==> src/core/dppc_defs.svh <==
// constants for the downstream port power control block
`ifndef DPPC_DEFS_SVH
`define DPPC_DEFS_SVH

// port counts
`define DPPC_NPORTS          6
`define DPPC_NSS             3
`define DPPC_SS_FIRST        2

// timing
`define DPPC_CLK_NS          100
`define DPPC_SETTLE_NS       500
`define DPPC_SETTLE_CYC      ((`DPPC_SETTLE_NS + `DPPC_CLK_NS - 1) / `DPPC_CLK_NS)
`define DPPC_CNT_W           4

// register byte offsets
`define DPPC_OFS_CTRL        8'h00
`define DPPC_OFS_SS_POWER    8'h04
`define DPPC_OFS_OC_STATUS   8'h08
`define DPPC_OFS_OC_MASK     8'h0C
`define DPPC_OFS_PIN_STATE   8'h10

// field positions
`define DPPC_CTRL_SPLIT_BIT  0
`define DPPC_CTRL_EN_LSB     8
`define DPPC_PINS_EN_LSB     0
`define DPPC_PINS_OC_LSB     8
`define DPPC_PINS_SS_LSB     16

// reset values
`define DPPC_RST_SPLIT       1'h0
`define DPPC_RST_CFG_EN      6'h3F
`define DPPC_RST_SS_REQ      3'h0
`define DPPC_RST_MASK        6'h00

`endif

==> src/core/dppc_pkg.sv <==
// types for the downstream port power control block
`include "dppc_defs.svh"

package dppc_pkg;

    typedef enum logic [1:0] {
        PS_OFF    = 2'b00,
        PS_SETTLE = 2'b01,
        PS_ON     = 2'b10
    } dppc_port_state_type;

    typedef enum logic [2:0] {
        RS_CTRL   = 3'b000,
        RS_SS     = 3'b001,
        RS_STAT   = 3'b010,
        RS_MASK   = 3'b011,
        RS_PINS   = 3'b100,
        RS_NONE   = 3'b111
    } dppc_reg_sel_type;

    typedef struct packed {
        logic [`DPPC_NPORTS-1:0]                      sync1;
        logic [`DPPC_NPORTS-1:0]                      sync2;
        logic [`DPPC_NPORTS-1:0]                      sync3;
        logic [`DPPC_NPORTS-1:0]                      pin_lvl;
        dppc_port_state_type [`DPPC_NPORTS-1:0]       pstate;
        logic [`DPPC_NPORTS-1:0][`DPPC_CNT_W-1:0]     settle;
        logic                                         split;
        logic [`DPPC_NPORTS-1:0]                      cfg_en;
        logic [`DPPC_NSS-1:0]                         ss_req;
        logic [`DPPC_NPORTS-1:0]                      oc_status;
        logic [`DPPC_NPORTS-1:0]                      oc_mask;
        logic [`DPPC_NPORTS-1:0]                      pin_o;
        logic [`DPPC_NPORTS-1:0]                      pin_oe;
        logic [`DPPC_NPORTS-1:0]                      u2_pwr;
        logic [`DPPC_NPORTS-1:0]                      u3_pwr;
        logic [`DPPC_NSS-1:0]                         ss_en;
        logic                                         irq;
        logic [31:0]                                  prdata;
        logic                                         pready;
        logic                                         pslverr;
    } dppc_state_type;

endpackage : dppc_pkg

==> src/core/dppc_port_power.sv <==
// downstream port power enable and overcurrent sense with apb registers
//
// What this block does
// - enabled port: pin released, pull-up powers port
// - enabled port: low pin level means overcurrent
// - disabled port: pin becomes output driven low
// - split off: pin powers both port halves
// - split on: pin powers usb 2.0 half only
// - ports 3-5 get requested superspeed enable in split
// - split off: superspeed enables idle low
//
// The placing of the registers and the APB interface to the registers were left to the implementer.
`timescale 1ns/10ps
`include "dppc_defs.svh"

module dppc_port_power (
    input  wire logic                          CLK,
    input  wire logic                          RESET_N,
    input  wire logic                          PSEL,
    input  wire logic                          PENABLE,
    input  wire logic                          PWRITE,
    input  wire logic [7:0]                    PADDR,
    input  wire logic [31:0]                   PWDATA,
    output      logic [31:0]                   PRDATA,
    output      logic                          PREADY,
    output      logic                          PSLVERR,
    input  wire logic [`DPPC_NPORTS-1:0]       HOST_PORT_POWER,
    input  wire logic [`DPPC_NPORTS-1:0]       OC_CLEAR,
    input  wire logic [`DPPC_NPORTS-1:0]       PORT_PWR_I,
    output      logic [`DPPC_NPORTS-1:0]       PORT_PWR_O,
    output      logic [`DPPC_NPORTS-1:0]       PORT_PWR_OE,
    output      logic                          PORT3_SUPERSPEED_POWER_ENABLE,
    output      logic                          PORT4_SUPERSPEED_POWER_ENABLE,
    output      logic                          PORT5_SUPERSPEED_POWER_ENABLE,
    output      logic [`DPPC_NPORTS-1:0]       U2_POWERED,
    output      logic [`DPPC_NPORTS-1:0]       U3_POWERED,
    output      logic [`DPPC_NPORTS-1:0]       OC_FLAG,
    output      logic                          IRQ
);
    import dppc_pkg::*;

    ////////////////////////////////////////////////////////////////////////////////
    // address decode, shared by read and write paths

    function automatic dppc_pkg::dppc_reg_sel_type reg_sel(input logic [7:0] addr);
        dppc_pkg::dppc_reg_sel_type s;
        s = RS_NONE;
        case (addr)
            `DPPC_OFS_CTRL: begin
                s = RS_CTRL;
            end
            `DPPC_OFS_SS_POWER: begin
                s = RS_SS;
            end
            `DPPC_OFS_OC_STATUS: begin
                s = RS_STAT;
            end
            `DPPC_OFS_OC_MASK: begin
                s = RS_MASK;
            end
            `DPPC_OFS_PIN_STATE: begin
                s = RS_PINS;
            end
            default: begin
                s = RS_NONE;
            end
        endcase
        return s;
    endfunction : reg_sel

    // settle counts as powered: the switch is already on, only sensing waits
    function automatic logic port_live(input dppc_pkg::dppc_port_state_type st);
        return (st == PS_SETTLE) || (st == PS_ON);
    endfunction : port_live

    // superspeed enables moved onto the positions of the ports they serve
    function automatic logic [`DPPC_NPORTS-1:0] ss_spread(input logic [`DPPC_NSS-1:0] ss);
        logic [`DPPC_NPORTS-1:0] w;
        w = '0;
        w[`DPPC_SS_FIRST +: `DPPC_NSS] = ss;
        return w;
    endfunction : ss_spread

    ////////////////////////////////////////////////////////////////////////////////
    // state

    localparam logic [`DPPC_CNT_W-1:0] SETTLE_LAST = `DPPC_CNT_W'(`DPPC_SETTLE_CYC - 1);

    dppc_state_type                    s_q;
    dppc_state_type                    s_d;
    dppc_reg_sel_type                  sel;
    logic                              access;
    logic                              commit;
    logic [`DPPC_NPORTS-1:0]           port_en;
    logic [`DPPC_NPORTS-1:0]           oc_evt;
    logic [`DPPC_NPORTS-1:0]           oc_clr;
    logic [`DPPC_NPORTS-1:0]           oc_live;
    logic [`DPPC_NPORTS-1:0]           powered;
    logic [31:0]                       rdata;
    logic [`DPPC_NPORTS-1:0]           ss_wide;

    ////////////////////////////////////////////////////////////////////////////////
    // next state

    always_comb begin
        // defaults: hold state, no event, nothing powered
        s_d     = s_q;
        sel     = reg_sel(PADDR);
        access  = PSEL & PENABLE;
        commit  = access & s_q.pready;
        oc_evt  = '0;
        oc_live = '0;
        powered = '0;
        rdata   = 32'h0000_0000;
        ss_wide = ss_spread(s_q.ss_en);

        ////////////////////////////////////////////////////////////////////////////
        // pin sampling: three stages, change taken when stages two and three agree

        s_d.sync1 = PORT_PWR_I;
        s_d.sync2 = s_q.sync1;
        s_d.sync3 = s_q.sync2;
        for (int i = 0; i < `DPPC_NPORTS; i++) begin
            if (s_q.sync2[i] == s_q.sync3[i]) begin
                s_d.pin_lvl[i] = s_q.sync3[i];
            end
        end

        ////////////////////////////////////////////////////////////////////////////
        // per-port power state

        // a port runs only with both configuration and host power granted
        port_en = s_q.cfg_en & HOST_PORT_POWER;

        for (int i = 0; i < `DPPC_NPORTS; i++) begin
            powered[i] = port_live(s_q.pstate[i]);
            case (s_q.pstate[i])
                PS_OFF: begin
                    s_d.pin_oe[i] = 1'b1;
                    if (port_en[i]) begin
                        s_d.pstate[i] = PS_SETTLE;
                        s_d.settle[i] = '0;
                        s_d.pin_oe[i] = 1'b0;
                    end
                end
                PS_SETTLE: begin
                    // sampled level still shows our own drive low; wait it out
                    if (!port_en[i]) begin
                        s_d.pstate[i] = PS_OFF;
                        s_d.pin_oe[i] = 1'b1;
                    end else if (s_q.settle[i] == SETTLE_LAST) begin
                        s_d.pstate[i] = PS_ON;
                    end else begin
                        s_d.settle[i] = s_q.settle[i] + `DPPC_CNT_W'(1);
                    end
                end
                PS_ON: begin
                    if (!port_en[i]) begin
                        s_d.pstate[i] = PS_OFF;
                        s_d.pin_oe[i] = 1'b1;
                    end else begin
                        s_d.pin_oe[i] = 1'b0;
                        oc_live[i]    = ~s_q.pin_lvl[i];
                        oc_evt[i]     = ~s_q.pin_lvl[i];
                    end
                end
                default: begin
                    s_d.pstate[i] = PS_OFF;
                    s_d.pin_oe[i] = 1'b1;
                end
            endcase
        end
        // open drain: the pin is only ever pulled low, never driven high
        s_d.pin_o = '0;

        ////////////////////////////////////////////////////////////////////////////
        // power indication for the two halves of each port

        for (int i = 0; i < `DPPC_NPORTS; i++) begin
            s_d.u2_pwr[i] = powered[i];
            if (!s_q.split) begin
                s_d.u3_pwr[i] = powered[i];
            end else begin
                // split ports without a separate switch have no superspeed power
                s_d.u3_pwr[i] = ss_wide[i];
            end
        end

        // superspeed enables follow the request only in split mode
        for (int k = 0; k < `DPPC_NSS; k++) begin
            s_d.ss_en[k] = s_q.split & s_q.ss_req[k];
        end

        ////////////////////////////////////////////////////////////////////////////
        // apb slave: one wait state, write and read-clear at the pready edge

        case (sel)
            RS_CTRL: begin
                rdata[`DPPC_CTRL_SPLIT_BIT] = s_q.split;
                rdata[`DPPC_CTRL_EN_LSB +: `DPPC_NPORTS] = s_q.cfg_en;
            end
            RS_SS: begin
                rdata[`DPPC_NSS-1:0] = s_q.ss_req;
            end
            RS_STAT: begin
                rdata[`DPPC_NPORTS-1:0] = s_q.oc_status;
            end
            RS_MASK: begin
                rdata[`DPPC_NPORTS-1:0] = s_q.oc_mask;
            end
            RS_PINS: begin
                rdata[`DPPC_PINS_EN_LSB +: `DPPC_NPORTS] = powered;
                rdata[`DPPC_PINS_OC_LSB +: `DPPC_NPORTS] = oc_live;
                rdata[`DPPC_PINS_SS_LSB +: `DPPC_NSS]    = s_q.ss_en;
            end
            default: begin
                rdata = 32'h0000_0000;
            end
        endcase

        // answer one cycle after the access phase opens; no back pressure
        if (access && !s_q.pready) begin
            s_d.pready  = 1'b1;
            s_d.pslverr = (sel == RS_NONE);
            s_d.prdata  = PWRITE ? 32'h0000_0000 : rdata;
        end else begin
            s_d.pready  = 1'b0;
            s_d.pslverr = 1'b0;
            s_d.prdata  = 32'h0000_0000;
        end

        // writes take effect only at the edge that completes the transfer
        if (commit && PWRITE) begin
            case (sel)
                RS_CTRL: begin
                    s_d.split  = PWDATA[`DPPC_CTRL_SPLIT_BIT];
                    s_d.cfg_en = PWDATA[`DPPC_CTRL_EN_LSB +: `DPPC_NPORTS];
                end
                RS_SS: begin
                    s_d.ss_req  = PWDATA[`DPPC_NSS-1:0];
                end
                RS_MASK: begin
                    s_d.oc_mask = PWDATA[`DPPC_NPORTS-1:0];
                end
                default: begin
                    s_d.ss_req  = s_q.ss_req;
                end
            endcase
        end

        ////////////////////////////////////////////////////////////////////////////
        // sticky overcurrent status; a read clears only the bits it reported

        // the hub status logic clears by pin, software by reading
        oc_clr = OC_CLEAR;
        if (commit && !PWRITE && sel == RS_STAT) begin
            oc_clr = oc_clr | s_q.prdata[`DPPC_NPORTS-1:0];
        end
        // set wins over a clear landing in the same cycle
        s_d.oc_status = (s_q.oc_status & ~oc_clr) | oc_evt;
        s_d.irq       = |(s_d.oc_status & s_d.oc_mask);

        ////////////////////////////////////////////////////////////////////////////
        // synchronous reset

        // reset last so it overrides every update above
        if (!RESET_N) begin
            s_d           = '0;
            s_d.sync1     = '1;
            s_d.sync2     = '1;
            s_d.sync3     = '1;
            s_d.pin_lvl   = '1;
            s_d.pin_oe    = '1;
            s_d.split     = `DPPC_RST_SPLIT;
            s_d.cfg_en    = `DPPC_RST_CFG_EN;
            s_d.ss_req    = `DPPC_RST_SS_REQ;
            s_d.oc_mask   = `DPPC_RST_MASK;
        end
    end

    always_ff @(posedge CLK) begin
        s_q <= s_d;
    end

    ////////////////////////////////////////////////////////////////////////////////
    // outputs, all straight from the state register

    assign PRDATA                        = s_q.prdata;
    assign PREADY                        = s_q.pready;
    assign PSLVERR                       = s_q.pslverr;
    assign PORT_PWR_O                    = s_q.pin_o;
    assign PORT_PWR_OE                   = s_q.pin_oe;
    assign PORT3_SUPERSPEED_POWER_ENABLE = s_q.ss_en[0];
    assign PORT4_SUPERSPEED_POWER_ENABLE = s_q.ss_en[1];
    assign PORT5_SUPERSPEED_POWER_ENABLE = s_q.ss_en[2];
    assign U2_POWERED                    = s_q.u2_pwr;
    assign U3_POWERED                    = s_q.u3_pwr;
    assign OC_FLAG                       = s_q.oc_status;
    assign IRQ                           = s_q.irq;

endmodule : dppc_port_power

==> config.mk <==
export PLATFORM = sky130hd
export DESIGN_NAME = dppc_port_power
export DESIGN_NICKNAME = d
export VERILOG_FILES = /design/src/core/dppc_pkg.sv /design/src/core/dppc_port_power.sv
export VERILOG_INCLUDE_DIRS = /design/src /design/src/core
export SDC_FILE = /design/constraint.sdc
export NUM_CORES = 1
export LEC_CHECK = 0
export ABC_AREA = 1
export BUFFER_PORTS_ARGS = -buffer_cell sky130_fd_sc_hd__buf_2
export CAP_MARGIN = 10
export CORE_MARGIN = 2
export CORE_UTILIZATION = 38
export CTS_BUF_LIST = sky130_fd_sc_hd__clkbuf_4 sky130_fd_sc_hd__clkbuf_8 sky130_fd_sc_hd__clkbuf_16
export DETAILED_ROUTE_END_ITERATION = 16
export MAX_ROUTING_LAYER = met4
export PLACE_DENSITY = 0.58
export RECOVER_POWER = 100
export SYNTH_ARGS = -nofsm -noshare
export SYNTH_HDL_FRONTEND = slang
export SYNTH_SLANG_ARGS = --single-unit
==> constraint.sdc <==
create_clock -name CLK -period 1.3 [get_ports CLK]
set_input_delay 0.065 -clock CLK [delete_from_list [all_inputs] [get_ports CLK]]
set_output_delay 0.065 -clock CLK [all_outputs]
set_load 0.01 [all_outputs]
Yosys cells after proc, flatten, opt, wreduce, memory -nomap -nowiden
Cells that the tools add are included.
- bitwise operators: 20
- equal/unequal tests: 69
- reduce and logical (&&, ||, !) cells: 51
- mux-type cells: 96
- add/sub/neg operators: 6
- operator list (cell ; count):
    $mux 4 ; 18
    $ne 2x2->1 const B ; 30
    $mux 2 ; 25
    $pmux 4 s2 ; 6
    $pmux 2 s3 ; 6
    $mux 1 ; 27
    $add 4x1->4 const B ; 6
    $eq 4x3->1 const B ; 6
    $reduce_and 4->1 ; 6
    $and 6x6->6 ; 3
    $mux 6 ; 3
    $ne 3x2->1 const B ; 6
    $reduce_and 3->1 ; 6
    $eq 8x4->1 const B ; 2
    $pmux 3 s5 ; 1
    $reduce_or 2->1 ; 7
    $eq 2x1->1 const B ; 6
    $eq 2x2->1 const B ; 6
    $logic_not 2->1 ; 6
    $or 6x6->6 ; 2
    $pmux 1 s2 ; 6
    $pmux 6 s2 ; 1
    $reduce_bool 2->1 ; 6
    $not 1->1 ; 9
    other kinds (20) ; 42
- word-level logic and storage cells: 284
- bits in registers: 127
- bits of input ports: 63
- output and inout bits: 68

Logic depth before layout (Yosys ltp)
Gate-level depths: netlist (run 1).
- word-level depth: 10
- depth in mapped cells: 11
- depth with buffers taken out: 11

Least setup slack after synthesis (run 1)
Ideal clock, no wire load.
- kind: register to register
- start: register s_q (netlist bit PREADY)
- end: register s_q (netlist bit IRQ)
- slack: -0.102 ns
- data required time: 1.168 ns
- period minus slack after synthesis: 1.402 ns
- arrival time: 1.270 ns
- cell stages (with the launch flop): 10
- buffers on the path: 0
- setup time: 0.132 ns
- cell sequence: dfxtp_1 > nand3_2 > nor2_4 > nand2_2 > nand2_1 > nand2_1 > nand2_1 > nand2_1 > nor2_1 > a21oi_1
- longest elaborated chain between the ends: 9
- elaborated cells on any way between the ends: 11
- those cells by class: mux (2); bitwise (5); reduce/logical (4)
- ends and longest elaborated chain (item ; line ; RTL):
    start, declared ; dppc_port_power.sv:89 ; dppc_state_type s_q;
    start signal, assigned ; dppc_port_power.sv:282 ; s_q <= s_d;
    $and 1x1->1 (*) ; dppc_port_power.sv:110 ; commit = access & s_q.pready;
    $logic_and 1x1->1 (2 in a row) ; dppc_port_power.sv:256 ; if (commit && !PWRITE && sel == RS_STAT) begin
    $mux 6 ; dppc_port_power.sv:256 ;
    $not 6->6 ; dppc_port_power.sv:260 ; s_d.oc_status = (s_q.oc_status & ~oc_clr) | oc_evt;
    $and 6x6->6 ; dppc_port_power.sv:260 ;
    $or 6x6->6 ; dppc_port_power.sv:260 ;
    $and 6x6->6 (*) ; dppc_port_power.sv:261 ; s_d.irq = |(s_d.oc_status & s_d.oc_mask);
    $reduce_or 6->1 (*) ; dppc_port_power.sv:261 ;
Mark *: on every way between the ends. The rest lies on a longest branch, timed or not.
A chain may end at the register's enable or synchronous reset.

Worst setup path in the final report (run 1)
- start: register s_q[115] (netlist name)
- end: register s_q[114] (netlist name)
- longest elaborated chain between the ends: 3
- elaborated cells on any way between the ends: 8
- those cells by class: eq/ne (5); mux (1); reduce/logical (2)
- ends and longest elaborated chain (item ; line ; RTL):
    $eq 2x1->1, or another cell as far along ; dppc_port_power.sv:137 ; case (s_q.pstate[i])
    $ne 3x2->1 (no line) or $ne 2x2->1 (tied branches) ; n/a ;
    $reduce_and 3->1 (no line) ; n/a ;
Parallel ways exist; a longest one is shown, timed or not.

==> summary.txt, run 1 <==
Place
  – DP HPWL: 10,400 um
  – Placed cells: 1,057
  – Routability cong.: 0.820
  – Port buffer count: 87

STA
  – Post-route setup slack: -0.0784 ns
  – Minimum clock period: 1.38 ns
  – RSZ-0062 raised after global routing: true
  – Clk_skew: 0.00947 ns
  – FMAX: 725 MHz
  – Post-route setup TNS: -0.520 ns
  – Hold Slack: 0.0286 ns
  – # setup viols final: 16
  – Hold Violations, Final: 0
  – Tcrit/Tclk final: 106%
  – Worst rel slew slack: 59.8%
  – Pins Over Slew Limit: 0
  – Slew @ Worst Pin: 0.603 ns

Layout
  – Area growth, synth to finish: 48.9%
  – Ant. Diodes: 0
  – Final Non-Filler Cells: 1,143
  – Nets: 1,040
  – Finished Core Util: 58.3%
  – Share of cells above drive strength 1: 41.9%

Detailed routing
  – Final antenna-violating net count: 0
  – Post-Route WL: 16,000 um
  – WL/cell: 14.0 um
  – Via density: 4.66
  – Met3 WL: 763 um
  – Met2 routed WL: 7670 um
  – DRC: 0
  – Top Metal Used: met4
  – Vias after detailed routing: 5,330
  – Pre-antenna DRT Iters: 5
  – DR iter-0 viols: 319
  – DRT met1 WL: 7280 um

Clock tree
  – H-tree levels: 4
  – CTS tree: built
  – CTS Buf Count: 17
  – Clock Pin Slew Worst Setup and Hold Paths: 0.05 ns
  – Clk buf depth: 2
  – Worst skew pair latency: 0.41 ns
  – CTS root buf: clkbuf_16
  – Clock sink count: 121

Power
  – Total leakage power: 3.61 nW
  – PD cells: 1420 nW/um2
  – Sequential Power Share: 34.0%
  – Switching share of power: 27.2%
  – Internal power: 0.00884 W
  – Clk network pwr share: 43.5%
  – Peak supply drop: 0.00102 V
  – Share of total power in combinational logic: 22.4%
  – Net Switching: 0.00331 W

Synthesis
  – Synth Instances: 751
  – Number of warnings issued by yosys: 0
  – Flops & latches, synth: 121
  – Sequential element share of the synthesized area: 42.3%
  – Yosys top cell area share: 42.3%
  – Yosys cell types: 32
  – Avg Inst Size Synth: 7.63 um2
  – Mapped Area: 5730 um2
  – Cell accounting for the most synthesized area: dfxtp_1
  – Synth area leaders: dfxtp_1, nand2_1, buf_4, ha_1, a21oi_1

Flow run
  – Max-cap violation count: 0

Floorplanning
  – Row count: 44
  – Die Span Y: 127 um
  – Core region area: 14,600 um2
  – Die area: 16,100 um2
  – Initial Util: 39.1%
  – Die Width: 127 um
  – I/O pin total: 131

Setup path
  – CP max FO: 3
  – CP Data Required Time: 1.61 ns
  – WS Path Type: flop to flop
  – Worst setup EP type: flop
  – Worst setup SP type: flop
  – WP data arrival: 1.69 ns

GRT
  – First-pass GRT wire length: 24,100 um
  – Number of global-route vias before repair: 4,983
  – Antenna violations before repair: 0
  – Grt ovf: 0
  – All-layer global routing usage: 19.7%
  – Pin count of the biggest net entering global routing: 41

Outcome
  – Status: finished with violations
  – Failing checks: setup timing

Min path
  – Hold Crit Class: input pin to flop
-- routing by layer --
layer | GRT usage, % | vias to the layer above
met5 | - | -
met1 | 24.9 | 2455
met3 | 4.72 | 25
li1 | - | 2728
met2 | 31.5 | 122
met4 | 5.56 | 0
-- power groups by stage --
stage	registers [W]	clock network, W	logic [W]
finish	0.00413	0.00528	0.00273
global route	0.00416	0.00552	0.00298
CTS	0.00409	0.00533	0.00216
detailed placement	0.00415	0	0.00184
global placement	0.00415	0	0.00183
floorplan	0.00413	0	0.00120
-- cell type report --
type | count | area [um2]
fillers | 1311 | 6110
multi-input cells | 484 | 3230
flip-flops and latches | 121 | 2450
repair buffers | 228 | 1580
clock buffers | 17 | 425
inverters | 95 | 393
well taps | 184 | 230
clock inverters | 14 | 228
-- logic make-up (layout without fill, tap and decap cells) --
| kind of cell | after synthesis | count (layout) | share of synthesized area (%) |
|---|---|---|---|
| compound gates | 115 | 115 | 10.5 |
| simple gates | 315 | 316 | 25.2 |
| fa+ha+maj | 30 | 30 | 6.55 |
| buf+inv | 169 | 354 | 15.4 |
| flops | 121 | 121 | 42.3 |
| other cells | 1 | 23 | 0.0655 |
-- layout by cell type (no fill, tap or decap), types with 11 or more instances in the layout --
| cell | n |
|---|---|
| nand2_1 | 115 |
| dfxtp_1 | 103 |
| buf_4 | 102 |
| a21oi_1 | 61 |
| inv_1 | 57 |
| clkbuf_1 | 45 |
| buf_2 | 42 |
| nor2_1 | 37 |
| nand3_1 | 30 |
| inv_2 | 25 |
| conb_1 | 23 |
| dlygate4sd3_1 | 23 |
| nand3_2 | 22 |
| nand2_2 | 22 |
| o21ai_0 | 19 |
| or2_2 | 18 |
| nor2_4 | 17 |
| nor3_1 | 17 |
| clkbuf_16 | 17 |
| dfxtp_2 | 17 |
| nand2_4 | 15 |
| buf_6 | 12 |
| inv_4 | 11 |
| ha_1 | 11 |
| ha_4 | 11 |
-- critical path, cell delays in order (launching register included) --
cell,delay (ns)
dfxtp_1,0.38
inv_2,0.08
buf_4,0.14
ha_4,0.16
nand2_1,0.07
and3_4,0.20
inv_4,0.04
a211oi_1,0.21
-- synth_stat cells --
library cell,count
nand2_1,149
dfxtp_1,121
inv_1,92
a21oi_1,74
buf_4,63
nor2_1,52
nand3_1,51
ha_1,30
o21ai_0,30
nor3_1,20
or2_2,18
clkbuf_1,9
nor2_4,7
nand2_2,4
nand3_2,4
a211oi_1,3
o211ai_1,3
o22ai_1,3
and3_1,2
inv_2,2
nor2_2,2
nor4_1,2
a22o_1,1
buf_1,1
buf_6,1
conb_1,1
inv_4,1
nand2_4,1
nand3b_1,1
nand4_1,1
nor3_4,1
o32ai_1,1
-- what timing repair did --
item | in CTS | in global routing
resized for setup | 92 | 165
endpoints found under the hold margin | 26 | 0
pin swaps | 29 | 50
buffers inserted | 17 | 15
hold buffers | 23 | 0
gates cloned | 1 | 0
setup endpoints to repair | 48 | 59
-- final timing paths --
check | start | to | slack, ns | cells after the start
max reg2reg | s_q[115] | s_q[114] | -0.08 | 7
min reg2reg | s_q[140] | s_q[134] | 0.41 | 1
min | PENABLE | PSLVERR | 0.03 | 3
max | s_q[115] | s_q[114] | -0.08 | 7
-- sequential cells by signal, summed over array words and instances (netlist names) --
register,cells
s_q,76
U3_POWERED,6
PORT3_SUPERSPEED_POWER_ENABLE,1
PORT4_SUPERSPEED_POWER_ENABLE,1
PSLVERR,1
PRDATA,15
PORT5_SUPERSPEED_POWER_ENABLE,1
OC_FLAG,6
IRQ,1
PORT_PWR_OE,6
U2_POWERED,6
PREADY,1
-- through the flow --
stage	power [W]	setup WS (ns)	area (um2)
final	0.0121	-0.0784	8530
after global routing	0.0127	-0.142	8530
after global placement	0.00598	-0.126	6640
after CTS	0.0116	-0.0353	7910
after floorplan	0.00533	-0.0288	5830
after detailed placement	0.00598	-0.132	6640
Note: power is estimated with default switching activity, not from simulation.
==> run 2: changes to the inputs <==
--- a/config.mk
+++ b/config.mk
@@ -16,6 +16,7 @@
 export MAX_ROUTING_LAYER = met4
 export PLACE_DENSITY = 0.58
 export RECOVER_POWER = 100
+export SETUP_SLACK_MARGIN = 0.4
 export SYNTH_ARGS = -nofsm -noshare
 export SYNTH_HDL_FRONTEND = slang
 export SYNTH_SLANG_ARGS = --single-unit
==> run 2 against run 1 <==
  * Critical endpoint is now IRQ
  * Sequential power grew 2%
  * Critical path type unchanged
  * Register-to-register slack about the same
  * The run ends with hold timing, setup timing left
  * Non-clock buffer count is 10 higher
  * First-iteration DRC count is 3.1% higher
==> summary.txt, run 2 (synthesis results as in run 1) <==
Flow run
  – Max-cap violation count: 0 (unchanged)

Clock tree
  – Worst skew pair latency: 0.42 ns (about the same)
  – Clock sink count: 121 (unchanged)
  – CTS tree: built
  – CTS Buf Count: 17 (unchanged)
  – CTS root buf: clkbuf_16
  – H-tree levels: 4 (unchanged)
  – CTS Hold Buffers Added: 22 (-4.3%)
  – Clk buf depth: 2 (unchanged)
  – Clock Pin Slew Worst Setup and Hold Paths: 0.05 ns (about the same)

Setup path
  – WP data arrival: 1.67 ns (-0.02 ns)
  – Crit-path cells: nand3_4 -> nor2_4 -> buf_4 -> nand3_1 -> nand3_2 -> nand2_1 -> nand2_1 -> nand2_1 -> inv_1 -> a21oi_1
  – Most used cell, CP: nand2_1
  – Worst R2R Path Depth: 10 (+3)
  – Critical path buffers and inverters: 2 (-1)
  – CP Depth: 10 (+3)
  – Worst path top cell family by delay: simple AND/OR/NAND/NOR gates
  – Slowest CP cell: dfxtp_4
  – Peak per-stage delay on the critical path: 0.35 ns (-0.03 ns)
  – WS Path Type: flop to flop
  – Worst setup SP type: flop
  – CP Data Required Time: 1.59 ns (-0.02 ns)
  – Worst setup EP type: flop
  – CP max FO: 6 (+3)

Floorplanning
  – Die Span Y: 127 um (unchanged)
  – Initial Util: 39.1% (unchanged)
  – Core region area: 14,600 um2 (unchanged)
  – Die Width: 127 um (unchanged)
  – Die area: 16,100 um2 (unchanged)
  – Row count: 44 (unchanged)
  – I/O pin total: 131 (unchanged)

Detailed routing
  – Vias after detailed routing: 5,507 (+3.3%)
  – Pre-antenna DRT Iters: 5 (unchanged)
  – Final antenna-violating net count: 0 (unchanged)
  – DRC: 0 (unchanged)
  – WL/cell: 15.0 um (+7.6%)
  – Post-Route WL: 17,300 um (+8.5%)
  – DR iter-0 viols: 329 (+3.1%)
  – Via density: 4.78 (+2.4%)

Place
  – Placed cells: 1,040 (-1.6%)
  – Port buffer count: 87 (unchanged)
  – DP HPWL: 10,700 um (+3.4%)
  – Routability cong.: 0.902 (+10%)
  – Placed instance area: 6890 um2 (+3.9%)

STA
  – Pins Over Slew Limit: 0 (unchanged)
  – RSZ-0062 raised after global routing: true
  – Worst rel slew slack: 55.7% (-4.1 points)
  – FMAX: 725 MHz (about the same)
  – Minimum clock period: 1.38 ns (-0.0000135 ns)
  – Hold Slack: -0.0763 ns (-0.105 ns)
  – Hold Violations, Final: 1 (+1)
  – Post-route setup TNS: -1.06 ns (-0.541 ns)
  – Slew @ Worst Pin: 0.664 ns (+0.0615 ns)
  – Clk_skew: 0.00476 ns (-0.00471 ns)
  – Tcrit/Tclk final: 106% (about the same)
  – # setup viols final: 29 (+13)
  – Post-route setup slack: -0.0784 ns (+0.0000135 ns)

Power
  – Total leakage power: 4.02 nW (+12%)
  – PD cells: 1330 nW/um2 (-6.2%)
  – Peak supply drop: 0.000993 V (-2.2%)

GRT
  – Most Crowded Layer GR: met2
  – GRT met3 Usage: 4.43% (-0.30 points)
  – All-layer global routing usage: 21.1% (+1.4 points)
  – First-pass GRT wire length: 26,000 um (+8.1%)
  – Met2 GRT Util: 34.7% (+3.1 points)
  – Pin count of the biggest net entering global routing: 41 (unchanged)
  – Antenna violations before repair: 0 (unchanged)
  – Number of global-route vias before repair: 5,480 (+10%)
  – GRT met1 Usage: 25.2% (+0.26 points)
  – Grt ovf: 0 (unchanged)

Min path
  – Hold Crit Class: input pin to flop
  – Hold depth: 3 (unchanged)

Layout
  – Commonest non-fill, non-tap cell in the layout: nand2_1
  – Area growth, synth to finish: 67.4%
  – Share of cells above drive strength 1: 60.2% (+18 points)
  – Finished Cell Area: 9590 um2 (+12%)
  – Largest register FFs: 76 (unchanged)
  – Largest Register: s_q
  – Final Non-Filler Cells: 1,153 (+0.87%)
  – Most frequent cells in the layout: nand2_1, buf_4, buf_6
  – Ant. Diodes: 0 (unchanged)
  – Nets: 1,049 (+0.87%)

Outcome
  – Status: finished with violations
  – Failing checks: hold timing, setup timing
run 2: through the flow:
stage                     utilization [%]  setup slack [ns]  hold WS, ns  power (W)
after floorplan                         -            0.0163        0.172    0.00576
after global placement               47.1            -0.134        0.254    0.00621
after detailed placement             47.1            -0.148        0.262    0.00629
after CTS                            60.7           -0.0488      -0.0890     0.0123
after global routing                 65.5            -0.180      -0.0774     0.0133
final                                65.5           -0.0784      -0.0763     0.0128
run 2: layer usage:
| layer | vias to the layer above | wire length [um] | share of wire, % |
|---|---|---|---|
| li1 | 2743 | - | - |
| met1 | 2579 | 7280 | 42 |
| met2 | 152 | 8870 | 51 |
| met3 | 33 | 786 | 4.5 |
| met4 | 0 | 408 | 2.4 |
| met5 | - | 0 | 0 |
run 2: where the power goes:
part | switching, W | internal [W]
Combinational | 0.00176 | 0.00172
Sequential | 0.000205 | 0.00399
Clock | 0.00166 | 0.00346
Total | 0.00362 | 0.00918
run 2: timing repair:
| item | CTS | global route |
|---|---|---|
| pin swaps | 70 | 66 |
| hold endpoints to repair | 29 | 1 |
| buffers inserted | 37 | 22 |
| gates resized for setup | 225 | 141 |
| setup endpoints to repair | 140 | 139 |
run 2: tightest hold or removal path, cell delays in order:
cell    delay (ns)
buf_2         0.12
inv_4         0.07
nor3_4        0.05
run 2: worst paths after layout:
path	from	slack (ns)	to
setup / recovery	PREADY	-0.08	IRQ
hold / removal	RESET_N	-0.08	PREADY
setup reg to reg	PREADY	-0.08	IRQ
hold reg to reg	s_q[143]	0.42	s_q[137]
run 2: final cells by class:
| type | count | area (um2) |
|---|---|---|
| well taps | 184 | 230 |
| clock inverters | 8 | 140 |
| flip-flops and latches | 121 | 2520 |
| inverters | 95 | 424 |
| multi-input cells | 483 | 3740 |
| clock buffers | 24 | 503 |
| repair buffers | 238 | 2030 |
| fillers | 1123 | 5050 |
==> run 3: changes to the inputs <==
--- a/config.mk
+++ b/config.mk
@@ -8,13 +8,15 @@
 export LEC_CHECK = 0
 export ABC_AREA = 1
 export BUFFER_PORTS_ARGS = -buffer_cell sky130_fd_sc_hd__buf_2
-export CAP_MARGIN = 10
+export CAP_MARGIN = 15
+export CELL_PAD_IN_SITES_DETAIL_PLACEMENT = 2
+export CELL_PAD_IN_SITES_GLOBAL_PLACEMENT = 2
 export CORE_MARGIN = 2
-export CORE_UTILIZATION = 38
+export CORE_UTILIZATION = 27
 export CTS_BUF_LIST = sky130_fd_sc_hd__clkbuf_4 sky130_fd_sc_hd__clkbuf_8 sky130_fd_sc_hd__clkbuf_16
 export DETAILED_ROUTE_END_ITERATION = 16
 export MAX_ROUTING_LAYER = met4
-export PLACE_DENSITY = 0.58
+export PLACE_DENSITY = 0.71
 export RECOVER_POWER = 100
 export SETUP_SLACK_MARGIN = 0.4
 export SYNTH_ARGS = -nofsm -noshare
==> run 3 against run 2 <==
  * Critical path type unchanged
  * Critical path depth unchanged
  * Power increased by 13%
  * Global-route usage increased by 4.1 points
  * Non-clock buffer count increased by 44
  * Sequential cell count unchanged
  * Utilization decreased by 15 points
  * Combinational power increased by 32%
  * Fmax decreased by 19%
  * Largest cell class unchanged
  * Clock-buffer cell count decreased by 3
  * Largest power group unchanged
  * Clock power increased by 10%
  * Highest routed layer unchanged
  * The run still ends with hold timing, setup timing left
==> summary.txt, run 3 (synthesis results as in run 1) <==
GRT
  – Grt ovf: 0 (unchanged)
  – All-layer global routing usage: 25.2% (+4.1 points)
  – First-pass GRT wire length: 40,900 um (+57%)
  – Pin count of the biggest net entering global routing: 41 (unchanged)
  – Number of global-route vias before repair: 6,883 (+26%)
  – Antenna violations before repair: 0 (unchanged)

STA
  – Worst rel slew slack: 66.2% (+10 points)
  – Tcrit/Tclk final: 131% (+25 points)
  – Pins Over Slew Limit: 0 (unchanged)
  – Hold Violations, Final: 3 (+2)
  – RSZ-0062 raised after global routing: true
  – Minimum clock period: 1.70 ns (+0.324 ns)
  – Clk_skew: 0.0110 ns (+0.00624 ns)
  – # setup viols final: 65 (+120%)
  – Post-route setup slack: -0.402 ns (-0.324 ns)
  – FMAX: 587 MHz (-19%)
  – Hold Slack: -0.0239 ns (+0.0524 ns)
  – Slew @ Worst Pin: 0.507 ns (-0.157 ns)

Setup path
  – CP Data Required Time: 1.67 ns (+0.08 ns)
  – Worst setup SP type: flop
  – CP max FO: 4 (-2)
  – Crit-path cells: nand2_2 -> inv_1 -> nand2_1 -> nor2_1 -> inv_1 -> nand2_1 -> nand2_1 -> nand2_1 -> inv_1 -> a21oi_1
  – Worst setup EP type: flop
  – Worst R2R Path Depth: 10 (unchanged)
  – WS Path Type: flop to flop
  – Peak per-stage delay on the critical path: 0.40 ns (+0.05 ns)
  – WP data arrival: 2.07 ns (+0.40 ns)
  – Slowest CP cell: dfxtp_1
  – Most used cell, CP: nand2_1

Floorplanning
  – Initial Util: 27.3% (-12 points)
  – I/O pin total: 131 (unchanged)
  – Die Span Y: 150 um (+18%)
  – Die Width: 150 um (+18%)
  – Core region area: 21,000 um2 (+43%)
  – Row count: 53 (+20%)
  – Die area: 22,400 um2 (+39%)

Layout
  – Commonest non-fill, non-tap cell in the layout: buf_4
  – Area growth, synth to finish: 83.4%
  – Nets: 1,093 (+4.2%)
  – Most frequent cells in the layout: buf_4, buf_6, nand2_1
  – Share of cells above drive strength 1: 66.0% (+5.9 points)
  – Ant. Diodes: 0 (unchanged)
  – Largest Register: s_q
  – Largest register FFs: 76 (unchanged)

Outcome
  – Failing checks: hold timing, setup timing
  – Status: finished with violations

Clock tree
  – H-tree levels: 4 (unchanged)
  – CTS root buf: clkbuf_16
  – CTS Buf Count: 17 (unchanged)
  – Worst skew pair latency: 0.45 ns (+0.03 ns)
  – Clock Pin Slew Worst Setup and Hold Paths: 0.06 ns (about the same)
  – Clk buf depth: 2 (unchanged)
  – Clock sink count: 121 (unchanged)
  – CTS tree: built

Detailed routing
  – Final antenna-violating net count: 0 (unchanged)
  – DRC: 0 (unchanged)
  – Via density: 4.85 (+1.6%)
  – Post-Route WL: 33,200 um (+92%)
  – Vias after detailed routing: 6,253 (+14%)
  – WL/cell: 25.8 um (+72%)
  – Pre-antenna DRT Iters: 4 (-1)
  – DR iter-0 viols: 243 (-26%)

Power
  – Clk network pwr share: 39.0% (-1.0 points)
  – Sequential Power Share: 29.1% (-3.7 points)
  – Switching share of power: 32.8% (+4.5 points)
  – Internal power: 0.00970 W (+5.7%)
  – Peak supply drop: 0.000938 V (-5.5%)
  – PD cells: 1370 nW/um2 (+2.9%)
  – Total leakage power: 4.35 nW (+8.2%)
  – Net Switching: 0.00474 W (+31%)
  – Share of total power in combinational logic: 31.9% (+4.7 points)

Place
  – Post-Place Setup Slack: -0.146 ns (+0.00148 ns)
  – Port buffer count: 87 (unchanged)
  – DP HPWL: 14,300 um (+33%)
  – Routability cong.: 0.792 (-12%)

Min path
  – Hold Crit Class: input pin to flop
  – Hold depth: 4 (+1)

Flow run
  – Max-cap violation count: 0 (unchanged)
-- run 3: metrics by stage --
step                utilization (%)  setup TNS [ns]  total power (W)  area (um2)  std cells
floorplan                         -               0          0.00576        6210        773
global placement               34.7          -0.245          0.00653        7270       1163
detailed placement             34.7           -1.11          0.00663        7270       1163
CTS                            44.9          -0.890           0.0131        9410       1252
global route                   50.1           -9.48           0.0149       10500       1288
finish                         50.1           -6.76           0.0144       10500       1288
-- run 3: area by class of cell --
type | count | area (um2)
Fill cell | 2157 | 10400
Inverter | 95 | 419
Tap cell | 275 | 344
Clock inverter | 11 | 191
Timing Repair Buffer | 282 | 2490
Sequential cell | 121 | 2530
Clock buffer | 21 | 480
Multi-Input combinational cell | 483 | 4060
-- run 3: what timing repair did --
| item | in CTS | in global routing |
|---|---|---|
| pin swaps | 79 | 70 |
| setup buffers | 40 | 34 |
| gates resized for setup | 271 | 203 |
| hold buffers | 17 | 2 |
| endpoints found under the setup margin | 138 | 142 |
| endpoints found under the hold margin | 24 | 3 |
-- run 3: power groups by stage --
stage | clock (W) | combinational, W | sequential, W
after floorplan | 0 | 0.00158 | 0.00418
after global placement | 0 | 0.00234 | 0.00418
after detailed placement | 0 | 0.00243 | 0.00420
after CTS | 0.00552 | 0.00338 | 0.00415
after global routing | 0.00585 | 0.00480 | 0.00422
final | 0.00563 | 0.00460 | 0.00421
-- run 3: metal layers --
layer	wire, um	vias up	share of wire, %	GRT usage (%)
met5	0	-	0	-
met4	903	0	2.7	10.8
met3	910	58	2.7	4.05
met2	17800	164	54	44.8
met1	13600	3206	41	28.0
li1	-	2825	-	-
-- run 3: path summary, 6_finish.rpt --
path                            slack (ns)    endpoint   startpoint
worst max-delay path                 -0.40         IRQ      s_q[81]
worst min-delay path                 -0.02  OC_FLAG[4]  OC_CLEAR[4]
worst max register to register       -0.40         IRQ      s_q[81]
worst min register to register        0.42    s_q[136]     s_q[142]
-- run 3: worst max-delay path, delay by kind of cell (launching register included) --
family / cells / cell delay (ns)
buf+inv: 3 / 0.35
compound gates: 1 / 0.14
simple gates: 6 / 0.75
flops: 1 / 0.40
